`src/sxc_pkg.sv`:
```
package sxc_pkg;

    // Register byte offsets
    localparam logic [11:0] OFS_CTRL     = 12'h000;
    localparam logic [11:0] OFS_STATUS   = 12'h004;
    localparam logic [11:0] OFS_TXWORD   = 12'h008;
    localparam logic [11:0] OFS_IRQ_STAT = 12'h00C;
    localparam logic [11:0] OFS_IRQ_MASK = 12'h010;
    localparam logic [11:0] OFS_PPM_CFG  = 12'h014;

    // Control field positions
    localparam int CTRL_WIDTH_LO   = 0;
    localparam int CTRL_PIPE       = 2;
    localparam int CTRL_FORCE_IDLE = 3;
    localparam int CTRL_FORCE_DATA = 4;
    localparam int CTRL_FORCE_REF  = 5;
    localparam int CTRL_RX_USED    = 6;

    localparam logic [31:0] CTRL_RESET    = 32'h0000_0000;
    localparam logic [15:0] PPM_RESET     = 16'h0064;
    localparam logic [31:0] UNMAPPED_DATA = 32'h0000_0000;

    // Interrupt event bits
    localparam int EV_WORD_DONE = 0;
    localparam int EV_UNDERRUN  = 1;
    localparam int EV_DATA_LOCK = 2;
    localparam int EV_REF_LOCK  = 3;
    localparam int EV_N         = 4;

    localparam logic [4:0] ZERO5 = 5'h00;
    localparam logic [4:0] ONE5  = 5'h01;

    typedef enum logic [1:0] {
        SXC_W8  = 2'b00,
        SXC_W10 = 2'b01,
        SXC_W16 = 2'b10,
        SXC_W20 = 2'b11
    } sxc_width_t;

    typedef enum logic [1:0] {
        SXC_MODE_AUTO = 2'b00,
        SXC_MODE_REF  = 2'b01,
        SXC_MODE_DATA = 2'b10
    } sxc_lock_mode_t;

    typedef enum logic [1:0] {
        SXC_CRU_OFF  = 2'b00,
        SXC_CRU_REF  = 2'b01,
        SXC_CRU_DATA = 2'b10
    } sxc_cru_state_t;

    typedef struct packed {
        logic        psel;
        logic        penable;
        logic        pwrite;
        logic [11:0] paddr;
        logic [31:0] pwdata;
    } sxc_apb_req_t;

    typedef struct packed {
        logic        pll_locked;
        logic [15:0] ppm_error;
    } sxc_pll_stat_t;

    function automatic logic [4:0] width_bits(input sxc_width_t w);
        case (w)
            SXC_W8:  width_bits = 5'h08;
            SXC_W10: width_bits = 5'h0A;
            SXC_W16: width_bits = 5'h10;
            default: width_bits = 5'h14;
        endcase
    endfunction

endpackage

```
`src/sxc_top.sv`:
```
// Contract
// - Serialize an 8/10/16/20-bit word, least significant bit first.
// - Force-idle puts transmitter in electrical idle only in PIPE mode.
// - Receiver detection runs only while transmitter is idle.
// - Unused receive channel powers down its PLL and recovery unit.
// - Data lock wins; else reference lock; else automatic switchover.
// - With no override asserted, lock mode is automatic.
// - Auto mode moves to data lock only within the ppm threshold.
// - Data-lock indicator high while locked to data.
// - Reference-lock indicator reports PLL lock to reference clock.
module sxc_top
    import sxc_pkg::*;
(
    input  wire logic                 CLK,
    input  wire logic                 RST,
    input  wire sxc_pkg::sxc_apb_req_t APB_REQ,
    output logic                      PREADY,
    output logic [31:0]               PRDATA,
    output logic                      PSLVERR,
    input  wire sxc_pkg::sxc_pll_stat_t PLL_STAT,
    input  wire logic                 RX_DETECT_REQ,
    output logic                      TX_SERIAL,
    output logic                      TX_IDLE,
    output logic                      RX_DETECT_EN,
    output logic                      RX_PWRDN,
    output logic                      DATA_LOCKED,
    output logic                      REF_LOCKED,
    output logic                      IRQ
);
    import sxc_pkg::*;

    logic [31:0]    ctrl_ff;
    logic [15:0]    ppm_thr_ff;
    logic [19:0]    hold_ff;
    logic           hold_vld_ff;
    logic [19:0]    shift_ff;
    logic [4:0]     bit_cnt_ff;
    logic           active_ff;
    logic [EV_N-1:0] irq_stat_ff;
    logic [EV_N-1:0] irq_mask_ff;
    sxc_cru_state_t cru_ff;

    logic           wr_acc;
    logic           rd_acc;
    logic           last_bit;
    logic           load_word;
    logic           pipe_idle;
    sxc_width_t     width;
    sxc_lock_mode_t lock_mode;
    logic [EV_N-1:0] ev;
    sxc_cru_state_t nxt_cru;

    assign wr_acc = APB_REQ.psel & APB_REQ.penable & APB_REQ.pwrite;
    assign rd_acc = APB_REQ.psel & ~APB_REQ.pwrite;
    assign width  = sxc_width_t'(ctrl_ff[CTRL_WIDTH_LO +: 2]);

    // Single-cycle answer; access phase always ready
    always_ff @(posedge CLK) begin
        if (RST) begin
            PREADY  <= 1'b0;
            PSLVERR <= 1'b0;
        end else begin
            PREADY  <= APB_REQ.psel & ~APB_REQ.penable;
            PSLVERR <= 1'b0;
        end
    end

    always_ff @(posedge CLK) begin
        if (RST) begin
            ctrl_ff    <= CTRL_RESET;
            ppm_thr_ff <= PPM_RESET;
        end else if (wr_acc && PREADY) begin
            if (APB_REQ.paddr == OFS_CTRL) begin
                ctrl_ff <= APB_REQ.pwdata;
            end
            if (APB_REQ.paddr == OFS_PPM_CFG) begin
                ppm_thr_ff <= APB_REQ.pwdata[15:0];
            end
        end
    end

    // Read data prepared in setup, valid during access
    always_ff @(posedge CLK) begin
        if (RST) begin
            PRDATA <= UNMAPPED_DATA;
        end else if (rd_acc && !APB_REQ.penable) begin
            case (APB_REQ.paddr)
                OFS_CTRL:     PRDATA <= ctrl_ff;
                OFS_STATUS:   PRDATA <= {25'h0, hold_vld_ff, active_ff, TX_IDLE,
                                         RX_PWRDN, cru_ff, REF_LOCKED};
                OFS_TXWORD:   PRDATA <= {12'h000, hold_ff};
                OFS_IRQ_STAT: PRDATA <= {28'h0, irq_stat_ff};
                OFS_IRQ_MASK: PRDATA <= {28'h0, irq_mask_ff};
                OFS_PPM_CFG:  PRDATA <= {16'h0000, ppm_thr_ff};
                default:      PRDATA <= UNMAPPED_DATA;
            endcase
        end
    end

    // Holding register; a full one takes no new write
    always_ff @(posedge CLK) begin
        if (RST) begin
            hold_ff     <= 20'h00000;
            hold_vld_ff <= 1'b0;
        end else if (wr_acc && PREADY && APB_REQ.paddr == OFS_TXWORD && !hold_vld_ff) begin
            hold_ff     <= APB_REQ.pwdata[19:0];
            hold_vld_ff <= 1'b1;
        end else if (load_word) begin
            hold_vld_ff <= 1'b0;
        end
    end

    assign last_bit  = active_ff && (bit_cnt_ff == width_bits(width) - ONE5);
    assign load_word = hold_vld_ff && (!active_ff || last_bit);

    always_ff @(posedge CLK) begin
        if (RST) begin
            shift_ff   <= 20'h00000;
            bit_cnt_ff <= ZERO5;
            active_ff  <= 1'b0;
            TX_SERIAL  <= 1'b0;
        end else if (load_word) begin
            shift_ff   <= hold_ff >> 1;
            bit_cnt_ff <= ZERO5;
            active_ff  <= 1'b1;
            TX_SERIAL  <= hold_ff[0];
        end else if (last_bit) begin
            active_ff  <= 1'b0;
            bit_cnt_ff <= ZERO5;
            TX_SERIAL  <= 1'b0;
        end else if (active_ff) begin
            shift_ff   <= shift_ff >> 1;
            bit_cnt_ff <= bit_cnt_ff + ONE5;
            TX_SERIAL  <= shift_ff[0];
        end
    end

    assign pipe_idle = ctrl_ff[CTRL_PIPE] & ctrl_ff[CTRL_FORCE_IDLE];

    always_ff @(posedge CLK) begin
        if (RST) begin
            TX_IDLE      <= 1'b0;
            RX_DETECT_EN <= 1'b0;
        end else begin
            TX_IDLE      <= pipe_idle;
            RX_DETECT_EN <= RX_DETECT_REQ & pipe_idle & TX_IDLE;
        end
    end

    always_comb begin
        if (ctrl_ff[CTRL_FORCE_DATA]) begin
            lock_mode = SXC_MODE_DATA;
        end else if (ctrl_ff[CTRL_FORCE_REF]) begin
            lock_mode = SXC_MODE_REF;
        end else begin
            lock_mode = SXC_MODE_AUTO;
        end
    end

    always_comb begin
        nxt_cru = cru_ff;
        if (!ctrl_ff[CTRL_RX_USED]) begin
            nxt_cru = SXC_CRU_OFF;
        end else begin
            case (lock_mode)
                SXC_MODE_DATA: nxt_cru = SXC_CRU_DATA;
                SXC_MODE_REF:  nxt_cru = SXC_CRU_REF;
                default: begin
                    if (PLL_STAT.pll_locked && PLL_STAT.ppm_error <= ppm_thr_ff) begin
                        nxt_cru = SXC_CRU_DATA;
                    end else begin
                        nxt_cru = SXC_CRU_REF;
                    end
                end
            endcase
        end
    end

    always_ff @(posedge CLK) begin
        if (RST) begin
            cru_ff      <= SXC_CRU_OFF;
            RX_PWRDN    <= 1'b1;
            DATA_LOCKED <= 1'b0;
            REF_LOCKED  <= 1'b0;
        end else begin
            cru_ff      <= nxt_cru;
            RX_PWRDN    <= ~ctrl_ff[CTRL_RX_USED];
            DATA_LOCKED <= (nxt_cru == SXC_CRU_DATA);
            REF_LOCKED  <= ctrl_ff[CTRL_RX_USED] & PLL_STAT.pll_locked;
        end
    end

    always_comb begin
        ev               = '0;
        ev[EV_WORD_DONE] = last_bit;
        ev[EV_UNDERRUN]  = last_bit & ~hold_vld_ff;
        ev[EV_DATA_LOCK] = (nxt_cru == SXC_CRU_DATA) & ~DATA_LOCKED;
        ev[EV_REF_LOCK]  = ctrl_ff[CTRL_RX_USED] & PLL_STAT.pll_locked & ~REF_LOCKED;
    end

    // Set wins over write-one clear
    always_ff @(posedge CLK) begin
        if (RST) begin
            irq_stat_ff <= '0;
            irq_mask_ff <= '0;
            IRQ         <= 1'b0;
        end else begin
            if (wr_acc && PREADY && APB_REQ.paddr == OFS_IRQ_STAT) begin
                irq_stat_ff <= (irq_stat_ff & ~APB_REQ.pwdata[EV_N-1:0]) | ev;
            end else begin
                irq_stat_ff <= irq_stat_ff | ev;
            end
            if (wr_acc && PREADY && APB_REQ.paddr == OFS_IRQ_MASK) begin
                irq_mask_ff <= APB_REQ.pwdata[EV_N-1:0];
            end
            IRQ <= |(irq_stat_ff & irq_mask_ff);
        end
    end

    // Assertions
    property p_lsb_first;
        @(posedge CLK) disable iff (RST)
        load_word |=> (TX_SERIAL == $past(hold_ff[0]));
    endproperty
    a_lsb_first: assert property (p_lsb_first) else $error("first bit not LSB");

    property p_idle;
        @(posedge CLK) disable iff (RST)
        ##1 (TX_IDLE == $past(ctrl_ff[CTRL_PIPE] & ctrl_ff[CTRL_FORCE_IDLE]));
    endproperty
    a_idle: assert property (p_idle) else $error("idle outside pipe rule");

    property p_detect;
        @(posedge CLK) disable iff (RST)
        RX_DETECT_EN |-> TX_IDLE;
    endproperty
    a_detect: assert property (p_detect) else $error("detect without idle");

    property p_pwrdn;
        @(posedge CLK) disable iff (RST)
        !ctrl_ff[CTRL_RX_USED] |=> (RX_PWRDN && !DATA_LOCKED);
    endproperty
    a_pwrdn: assert property (p_pwrdn) else $error("unused rx not off");

    property p_force_data;
        @(posedge CLK) disable iff (RST)
        (ctrl_ff[CTRL_FORCE_DATA] && ctrl_ff[CTRL_RX_USED]) |=> DATA_LOCKED;
    endproperty
    a_force_data: assert property (p_force_data) else $error("data lock not forced");

    property p_auto_gate;
        @(posedge CLK) disable iff (RST)
        (lock_mode == SXC_MODE_AUTO && PLL_STAT.ppm_error > ppm_thr_ff) |=> !DATA_LOCKED;
    endproperty
    a_auto_gate: assert property (p_auto_gate) else $error("switched above ppm");

    property p_ref_lock;
        @(posedge CLK) disable iff (RST)
        (ctrl_ff[CTRL_RX_USED] && PLL_STAT.pll_locked) |=> REF_LOCKED;
    endproperty
    a_ref_lock: assert property (p_ref_lock) else $error("ref lock missed");

    property p_gapless;
        @(posedge CLK) disable iff (RST)
        (last_bit && hold_vld_ff) |=> active_ff && bit_cnt_ff == ZERO5;
    endproperty
    a_gapless: assert property (p_gapless) else $error("gap between words");

    property p_idle_off;
        @(posedge CLK) disable iff (RST)
        !ctrl_ff[CTRL_PIPE] |=> !TX_IDLE;
    endproperty
    a_idle_off: assert property (p_idle_off) else $error("idle without pipe mode");

    property p_force_ref;
        @(posedge CLK) disable iff (RST)
        (ctrl_ff[CTRL_RX_USED] && !ctrl_ff[CTRL_FORCE_DATA] && ctrl_ff[CTRL_FORCE_REF])
            |=> (cru_ff == SXC_CRU_REF && !DATA_LOCKED);
    endproperty
    a_force_ref: assert property (p_force_ref) else $error("ref lock not forced");

    // Checked on raw control bits so a broken mode decode still shows up
    property p_auto_lock;
        @(posedge CLK) disable iff (RST)
        (ctrl_ff[CTRL_RX_USED] && !ctrl_ff[CTRL_FORCE_DATA] && !ctrl_ff[CTRL_FORCE_REF]
            && PLL_STAT.pll_locked && PLL_STAT.ppm_error <= ppm_thr_ff) |=> DATA_LOCKED;
    endproperty
    a_auto_lock: assert property (p_auto_lock) else $error("auto mode did not switch");

    property p_data_flag;
        @(posedge CLK) disable iff (RST)
        DATA_LOCKED == (cru_ff == SXC_CRU_DATA);
    endproperty
    a_data_flag: assert property (p_data_flag) else $error("data flag off state");

    c_gapless: cover property (@(posedge CLK) disable iff (RST) last_bit && hold_vld_ff);
    c_ref:     cover property (@(posedge CLK) disable iff (RST)
                               cru_ff == SXC_CRU_REF && ctrl_ff[CTRL_FORCE_REF]);
    c_word:   cover property (@(posedge CLK) disable iff (RST) load_word ##[1:20] load_word);
    c_detect: cover property (@(posedge CLK) disable iff (RST) RX_DETECT_EN);
    c_auto:   cover property (@(posedge CLK) disable iff (RST)
                              lock_mode == SXC_MODE_AUTO && DATA_LOCKED);

endmodule

```
`config.mk`:
```
export PLATFORM = sky130hd
export DESIGN_NAME = sxc_top
export DESIGN_NICKNAME = d
export VERILOG_FILES = /design/src/sxc_pkg.sv /design/src/sxc_top.sv
export SDC_FILE = /design/constraint.sdc
export NUM_CORES = 1
export LEC_CHECK = 0
export ABC_AREA = 1
export BUFFER_PORTS_ARGS = -buffer_cell sky130_fd_sc_hd__buf_4
export CORE_MARGIN = 4
export CORE_UTILIZATION = 56
export CTS_CLUSTER_SIZE = 10
export DETAILED_ROUTE_END_ITERATION = 10
export HOLD_SLACK_MARGIN = 0.03
export PLACE_DENSITY = 0.89
export SETUP_SLACK_MARGIN = 0.4
export SYNTH_ARGS = -nofsm -noshare
export SYNTH_HDL_FRONTEND = slang
export SYNTH_SLANG_ARGS = --single-unit
```
`constraint.sdc`:
```
create_clock -name CLK -period 2.36 [get_ports CLK]
set_clock_uncertainty 0.2 [all_clocks]
set_input_delay 0.472 -clock CLK [delete_from_list [all_inputs] [get_ports CLK]]
set_output_delay 0.472 -clock CLK [all_outputs]
set_load 0.01 [all_outputs]
```
==> flow_metrics.tcl, run 1 <==
set metrics [dict create \
    syn_nets 941 \
    setup_tns_ps 0 \
    startpoint_type "flip-flop" \
    crit_chain "inv_4 > ha_4 > xor2_1 > nand4_1 > nand2_1 > inv_2 > nor2_4 > buf_6 > nand2_1 > nand3_1 > nand2_1 > inv_1" \
    met2_usage_pct 42.7 \
    drive_gt1_share_pct 21.1 \
    clock_path_buffers 2 \
    path_buf_inv 4 \
    seq_area_sq_mm 0.00289 \
    io_buffers 106 \
    async_reset_ff_share_pct 0 \
    clkPwrFrac_pct 49.0 \
    numClockSinks 144 \
    cts_tree "yes" \
    die_w_um 114 \
    hold_viol_final 0 \
    initial_core_util_pct 57.7 \
    antenna_left 0 \
    ys_seq_area_share_pct 45.7 \
    switchingPower_w 0.00125 \
    drv_slew 0 \
    leakagePower_nw 3.31 \
    finalPower_w 0.00540 \
    drcViolationCount 0 \
    synth_edf_count 0 \
    outcome "complete, no violations" \
    syn_to_final_growth_pct 26.9 \
    diodes 0 \
    htree_levels 4 \
    powerDensity_mw_per_mm2 675 \
    synth_area_leaders "dfxtp_1 (46%), nand2_1 (12%), a21oi_1 (9.3%), inv_1 (5.9%), o21ai_0 (5.4%)" \
    grt_pass1_vias 5851 \
    track_usage_pct 27.3 \
    fillers 778 \
    rsz0062_at_grt "yes" \
    num_vias 6272 \
    met1_usage_pct 35.3 \
    path_class "reg2reg" \
    synthCells 855 \
    avgSynthCellArea_sq_um 7.37 \
    numCtsBuffers 17 \
    finish.net_count 1044 \
    period_needed_ps 1990 \
    rows 38 \
    dieArea_sq_mm 0.0130 \
    wl_per_cell_um 16.0 \
    yosysWarnings 0 \
    gp_congestion 0.956 \
    cp_max_fo 5 \
    place_hpwl_um 11400 \
    seqPwrFrac_pct 45.4 \
    drtIter0Drc 622 \
    vdd.ir_drop.worst_mv 0.391 \
    placed_area_sq_mm 0.00723 \
    die_y_um 114 \
    cpPeakStageDelay_ps 350 \
    busiest_layer "met2" \
    slowest_stage "dfxtp_2" \
    grt_max_degree 47 \
    grt_first_pass_wirelength_um 28200 \
    power_frac_comb_pct 5.6 \
    worstPathRequired_ps 2530 \
    synth_top_area_share_pct 45.7 \
    vias_per_cell 5.65 \
    firstDrtPassIters 6 \
    grt-ovfl-total 0 \
    ios 108 \
    antenna_found_initial 0 \
    maxCapViolations 0 \
    arrival_ps 2160 \
    routed_wirelength_um 17800 \
    synth.distinct_cells 36 \
    intPower_w 0.00415 \
    design_area_sq_mm 0.00800 \
    fin_ws_ps 374 \
    cp_common_cell "nand2_1" \
    root_buffer "clkbuf_16" \
    clk_pin_slew_ps 60 \
    period_share_pct 84.2 \
    cpLargestDelayFamily "simple AND/OR/NAND/NOR gates" \
    synth_flop_cell "dfxtp_1" \
    clk_latency_ps 430 \
    postLayoutCoreUtil_pct 73.2 \
    end_kind "flip-flop" \
    max-slew-margin-rel_pct 61.0 \
    met3_usage_pct 8.03 \
    core_area_sq_mm 0.0109 \
    rrSetupSlack_ps 370 \
    switching_share_pct 23.2 \
    worstMarginPinSlew_ps 584 \
    synth-seq-cells 144 \
    timing.fmax_mhz 503 \
    hold_path_class "in2reg" \
    multiInputGateArea_sq_mm 0.00290 \
    setup_violations 0 \
    synth_area_leader_cell "dfxtp_1" \
    netlist_area_sq_mm 0.00630 \
    place_ws_ps 122 \
]
area by class of cell:
| cell class | count | area share [%] |
|---|---|---|
| clock buffer | 18 | 5.36 |
| multi-input combinational | 560 | 36.3 |
| tap | 140 | 2.19 |
| sequential | 144 | 36.1 |
| clock inverter | 14 | 1.95 |
| inverter | 104 | 4.97 |
| timing repair buffer | 131 | 13.1 |
layer usage:
layer	wire, um	vias up
li1	-	3011
met1	7070	2853
met2	8360	346
met3	1820	62
met4	563	0
met5	0	-
through the flow:
step / std cells / hold WS [ps]
4_1_cts: 1108 / 84.0
3_3_place_gp: 1071 / 239
2_1_floorplan: 855 / 230
3_5_place_dp: 1071 / 250
6_report: 1111 / 86.9
5_1_grt: 1111 / 83.7
cells in the mapped netlist (6+ instances only):
cell      number
buf_2         16
nand2_1      202
nand3_1       48
dfxtp_1      144
o21ai_0       68
ha_1          19
inv_1         99
clkbuf_1      25
a21oi_1      117
o21ai_1        9
o221ai_1       6
nor2_1        31
nor3_1        11
nand4_1        6
o22ai_1       11
o211ai_1       8
power groups by stage:
stage	clock, W	sequential [W]	combinational [W]
after floorplan	0	0.00251	0.000114
after detailed placement	0	0.00250	0.000282
final	0.00265	0.00245	0.000300
after CTS	0.00266	0.00245	0.000287
after global placement	0	0.00250	0.000277
after global routing	0.00277	0.00245	0.000325
sequential cells by signal (all words and copies together), names as in the netlist, 2 cells and up:
| name | cells |
|---|---|
| PRDATA | 32 |
| bit_cnt_ff | 5 |
| cru_ff | 2 |
| ctrl_ff | 32 |
| hold_ff | 20 |
| irq_mask_ff | 4 |
| irq_stat_ff | 4 |
| ppm_thr_ff | 16 |
| shift_ff | 19 |
worst reg2reg max path, stage by stage, from the launching register on:
cell,delay [ps]
dfxtp_2,350
inv_4,40
ha_4,250
xor2_1,160
nand4_1,150
nand2_1,100
inv_2,80
nor2_4,180
buf_6,150
nand2_1,70
nand3_1,90
nand2_1,60
inv_1,50
cells by family after synthesis:
logic type / synth area share [%]
buf+inv: 9.92
compound gates: 19.1
other cells: 0.0595
flops: 45.7
fa+ha+maj: 3.77
xor+xnor: 0.417
simple gates: 21.1
worst paths after layout:
check | end | startpoint | depth (start not counted)
hold / removal | RX_DETECT_EN | RX_DETECT_REQ | 2
setup / recovery | shift_ff[5] | ctrl_ff[1] | 12
hold reg to reg | PRDATA[27] | ctrl_ff[27] | 2
setup reg to reg | shift_ff[5] | ctrl_ff[1] | 12
layout by cell type (no fill, tap or decap), types with 12 or more instances in the layout:
cell type,Yosys,final
nand2_2,4,12
o21ai_0,68,66
nand3_1,48,46
dfxtp_1,144,141
a21oi_1,117,116
inv_1,99,97
ha_1,19,14
buf_4,1,122
nor2_1,31,29
nand2_1,202,194
clkbuf_16,0,17
timing repair:
| item | 4_1_cts | 5_1_grt |
|---|---|---|
| gates cloned | 3 | 0 |
| pin swaps | 2 | 6 |
| gates resized for setup | 13 | 23 |
| setup endpoints to repair | 19 | 27 |
| setup buffers | 1 | 3 |
| endpoints found under the hold margin | 1 | 0 |
| hold buffers | 1 | 0 |
No activity file was read; power rests on OpenSTA's default activity.
==> run 2: changes to the inputs <==
--- a/config.mk
+++ b/config.mk
@@ -8,11 +8,11 @@
 export ABC_AREA = 1
 export BUFFER_PORTS_ARGS = -buffer_cell sky130_fd_sc_hd__buf_4
 export CORE_MARGIN = 4
-export CORE_UTILIZATION = 56
+export CORE_UTILIZATION = 51
 export CTS_CLUSTER_SIZE = 10
 export DETAILED_ROUTE_END_ITERATION = 10
 export HOLD_SLACK_MARGIN = 0.03
-export PLACE_DENSITY = 0.89
+export PLACE_DENSITY = 0.85
 export SETUP_SLACK_MARGIN = 0.4
 export SYNTH_ARGS = -nofsm -noshare
 export SYNTH_HDL_FRONTEND = slang
==> constraint.sdc (replaced) <==
create_clock -name CLK -period 1.75 [get_ports CLK]
set_clock_uncertainty 0.2 [all_clocks]
set_input_delay 0.35 -clock CLK [delete_from_list [all_inputs] [get_ports CLK]]
set_output_delay 0.35 -clock CLK [all_outputs]
set_load 0.01 [all_outputs]
==> run 2 against run 1 <==
Compared with the run above: the flow now stops in global routing (5_1_grt); synthesized cell count is the same; area after synthesis is the same.
==> flow_metrics.tcl, run 2 <==
set metrics [dict create \
    outcome "aborted with a tool error" \
    haltStage "global routing (5_1_grt)" \
    error "[ERROR DPL-0038] Utilization greater than 100%, impossible to legalize" \
    synth_flop_cell "dfxtp_1" \
    gp_congestion 0.909 \
    avgSynthCellArea_sq_um 7.37 \
    synth_compound_area_share_pct 19.1 \
    crit_endpoint "shift_ff[14]$_SDFFE_PP0P_/D" \
    synth_area_leader_cell "dfxtp_1" \
    async_reset_ff_share_pct 0 \
    synth_top_family_by_area "simple AND/OR/NAND/NOR gates" \
    yosysWarnings 0 \
    clock_path_buffers 2 \
    synthSimpleGateAreaFrac_pct 21.1 \
    ys_seq_area_share_pct 45.7 \
    numClockSinks 144 \
    synth_edf_count 0 \
    synthCells 855 \
    root_buffer "clkbuf_16" \
    die_y_um 119 \
    synthXorXnorAreaFrac_pct 0.417 \
    yosys-top-cells-count "nand2_1 (202), dfxtp_1 (144), a21oi_1 (117)" \
    synth_area_leaders "dfxtp_1 (46%), nand2_1 (12%), a21oi_1 (9.3%), inv_1 (5.9%), o21ai_0 (5.4%)" \
    synth.area.mux_share_pct 0 \
    netlist_area_sq_mm 0.00630 \
    syn_nets 941 \
    place_inst 1142 \
    numCtsBuffers 17 \
    synth-seq-cells 144 \
    worst_path_end_type "sequential cell input" \
    ios 108 \
    place_hpwl_um 12700 \
    synth.distinct_cells 36 \
    synth_top_area_share_pct 45.7 \
    initial_core_util_pct 52.3 \
    place_ws_ps -150 \
    grt_max_degree 45 \
    die_w_um 119 \
    synth.most_common_cell "nand2_1" \
    io_buffers 106 \
    synthAdderAreaFrac_pct 3.77 \
    htree_levels 4 \
    rows 40 \
]
-- run 2: cell counts after synthesis --
Identical to the previous run, type by type.
-- run 2: logic make-up after synthesis --
logic type | after synthesis
flops | 144
fa+ha+maj | 19
other cells | 1
buf+inv | 151
simple gates | 312
xor+xnor | 3
compound gates | 225
-- run 2: stage by stage --
step	TNS [ps]	cell area, sq um
2_1_floorplan	0	6640
3_3_place_gp	-5310	7890
3_5_place_dp	-8100	7890
4_1_cts	-2870	10500
-- run 2: repair_timing --
action                                  CTS
gates cloned                             16
gates resized for setup                 291
endpoints found under the setup margin  168
hold buffers                             30
pin swaps                                72
endpoints found under the hold margin    38
setup buffers                            39
==> run 3: changes to the inputs <==
--- a/config.mk
+++ b/config.mk
@@ -8,12 +8,9 @@
 export ABC_AREA = 1
 export BUFFER_PORTS_ARGS = -buffer_cell sky130_fd_sc_hd__buf_4
 export CORE_MARGIN = 4
-export CORE_UTILIZATION = 51
-export CTS_CLUSTER_SIZE = 10
+export CORE_UTILIZATION = 40
 export DETAILED_ROUTE_END_ITERATION = 10
-export HOLD_SLACK_MARGIN = 0.03
-export PLACE_DENSITY = 0.85
-export SETUP_SLACK_MARGIN = 0.4
+export PLACE_DENSITY_LB_ADDON = 0.15
 export SYNTH_ARGS = -nofsm -noshare
 export SYNTH_HDL_FRONTEND = slang
 export SYNTH_SLANG_ARGS = --single-unit
==> constraint.sdc (replaced) <==
create_clock -name CLK -period 2.3 [get_ports CLK]
set_clock_uncertainty 0.2 [all_clocks]
set_input_delay 0.46 -clock CLK [delete_from_list [all_inputs] [get_ports CLK]]
set_output_delay 0.46 -clock CLK [all_outputs]
set_load 0.01 [all_outputs]
==> run 3 against run 2 <==
Compared with the run above: the run now ends clean.
==> flow_metrics.tcl, run 3 (synthesized netlist as in run 1, its figures left out) <==
set metrics [dict create \
    clk_latency_ps 420 \
    postCtsSetupBuffers 0 \
    reg2regPathDepth 12 \
    timing.fmax_mhz 494 \
    period_share_pct 88.1 \
    syn_to_final_growth_pct 27.7 \
    dieArea_sq_mm 0.0178 \
    arrival_ps 2190 \
    finalPower_w 0.00586 \
    num_vias 5939 \
    setup_violations 0 \
    antenna_left 0 \
    cts_tree "yes" \
    die_y_um 134 \
    hold_viol_final 0 \
    numCtsBuffers 17 \
    path_class "reg2reg" \
    grt_max_degree 46 \
    place_hpwl_um 12600 \
    min_path_cells 2 \
    diodes 0 \
    largestRegisters "PRDATA (32), ctrl_ff (32), hold_ff (20)" \
    drv_slew 0 \
    worstMarginPinSlew_ps 565 \
    core_area_sq_mm 0.0153 \
    cts_hold_buf 0 \
    grt_pass1_vias 5619 \
    maxCapViolations 0 \
    layoutNonFillerInstCount 1184 \
    grt_first_pass_wirelength_um 28900 \
    mostFrequentLayoutCells "nand2_1 (202), dfxtp_1 (144), buf_4 (129)" \
    routed_wirelength_um 17700 \
    place_inst 1152 \
    vias_per_cell 5.02 \
    drtIter0Drc 408 \
    startpoint_type "flip-flop" \
    firstDrtPassIters 5 \
    final_common_cell "nand2_1" \
    rsz0062_at_grt "no" \
    powerDensity_mw_per_mm2 727 \
    hold_path_class "in2reg" \
    die_w_um 134 \
    wl_per_cell_um 15.0 \
    root_buffer "clkbuf_16" \
    numClockSinks 144 \
    worstPathRequired_ps 2460 \
    drcViolationCount 0 \
    io_buffers 106 \
    initial_core_util_pct 41.2 \
    max-slew-margin-rel_pct 62.3 \
    leakagePower_nw 3.34 \
    drive_gt1_share_pct 18.9 \
    outcome "complete, no violations" \
    cp_max_fo 16 \
    vdd.ir_drop.worst_mv 0.560 \
    end_kind "flip-flop" \
    grt-ovfl-total 0 \
    track_usage_pct 20.2 \
    gp_congestion 0.828 \
    rows 45 \
    period_needed_ps 2030 \
    cts_resized 0 \
    clock_path_buffers 2 \
    clk_pin_slew_ps 60 \
    htree_levels 4 \
    ios 108 \
    antenna_found_initial 0 \
    setup_tns_ps 0 \
    finish.net_count 1046 \
]
run 3: worst paths after layout:
check,endpoint,slack [ps],startpoint
worst max-delay path,shift_ff[0],270,ctrl_ff[1]
worst min-delay path,PREADY,30,APB_REQ[45]
worst max register to register,shift_ff[0],270,ctrl_ff[1]
worst min register to register,ctrl_ff[18],250,ctrl_ff[18]
run 3: final cells by class:
type,instances,area [sq um]
clock inverters,8,149
well taps,211,264
clock buffers,24,512
fillers,1583,7260
repair buffers,133,1050
inverters,104,395
multi-input cells,560,2800
flip-flops and latches,144,2880
run 3: through the flow:
step | setup slack [ps] | hold slack, ps | utilization, % | area (sq um)
6_report | 275 | 28.6 | 52.6 | 8050
5_1_grt | 21.5 | 28.2 | 52.6 | 8050
3_3_place_gp | 156 | 242 | 48.3 | 7390
2_1_floorplan | 488 | 230 | - | 6300
4_1_cts | 245 | 15.7 | 52.6 | 8050
3_5_place_dp | 124 | 243 | 48.3 | 7390
run 3: where the power goes:
part	internal (W)	switching, W
sequential	0.00251	0.00000749
combinational	0.000138	0.000160
clock	0.00199	0.00105
run 3: per-layer routing:
layer | vias up | share of wire (%) | track usage, %
met5 | - | 0 | 0
met4 | 0 | 1.1 | 4.63
li1 | 3015 | - | -
met3 | 17 | 7.3 | 5.36
met2 | 171 | 44 | 31.9
met1 | 2736 | 47 | 27.9
run 3: worst max-delay path, cell delays in order, from the launching register on:
cell and delay (ps):
dfxtp_1 330, inv_1 70, ha_1 290, xor2_1 140, nand4_1 120, nand2_1 90
inv_2 70, nor2_1 140, buf_4 240, nand2_1 70, nand3_1 80, nand2_1 70
inv_1 60
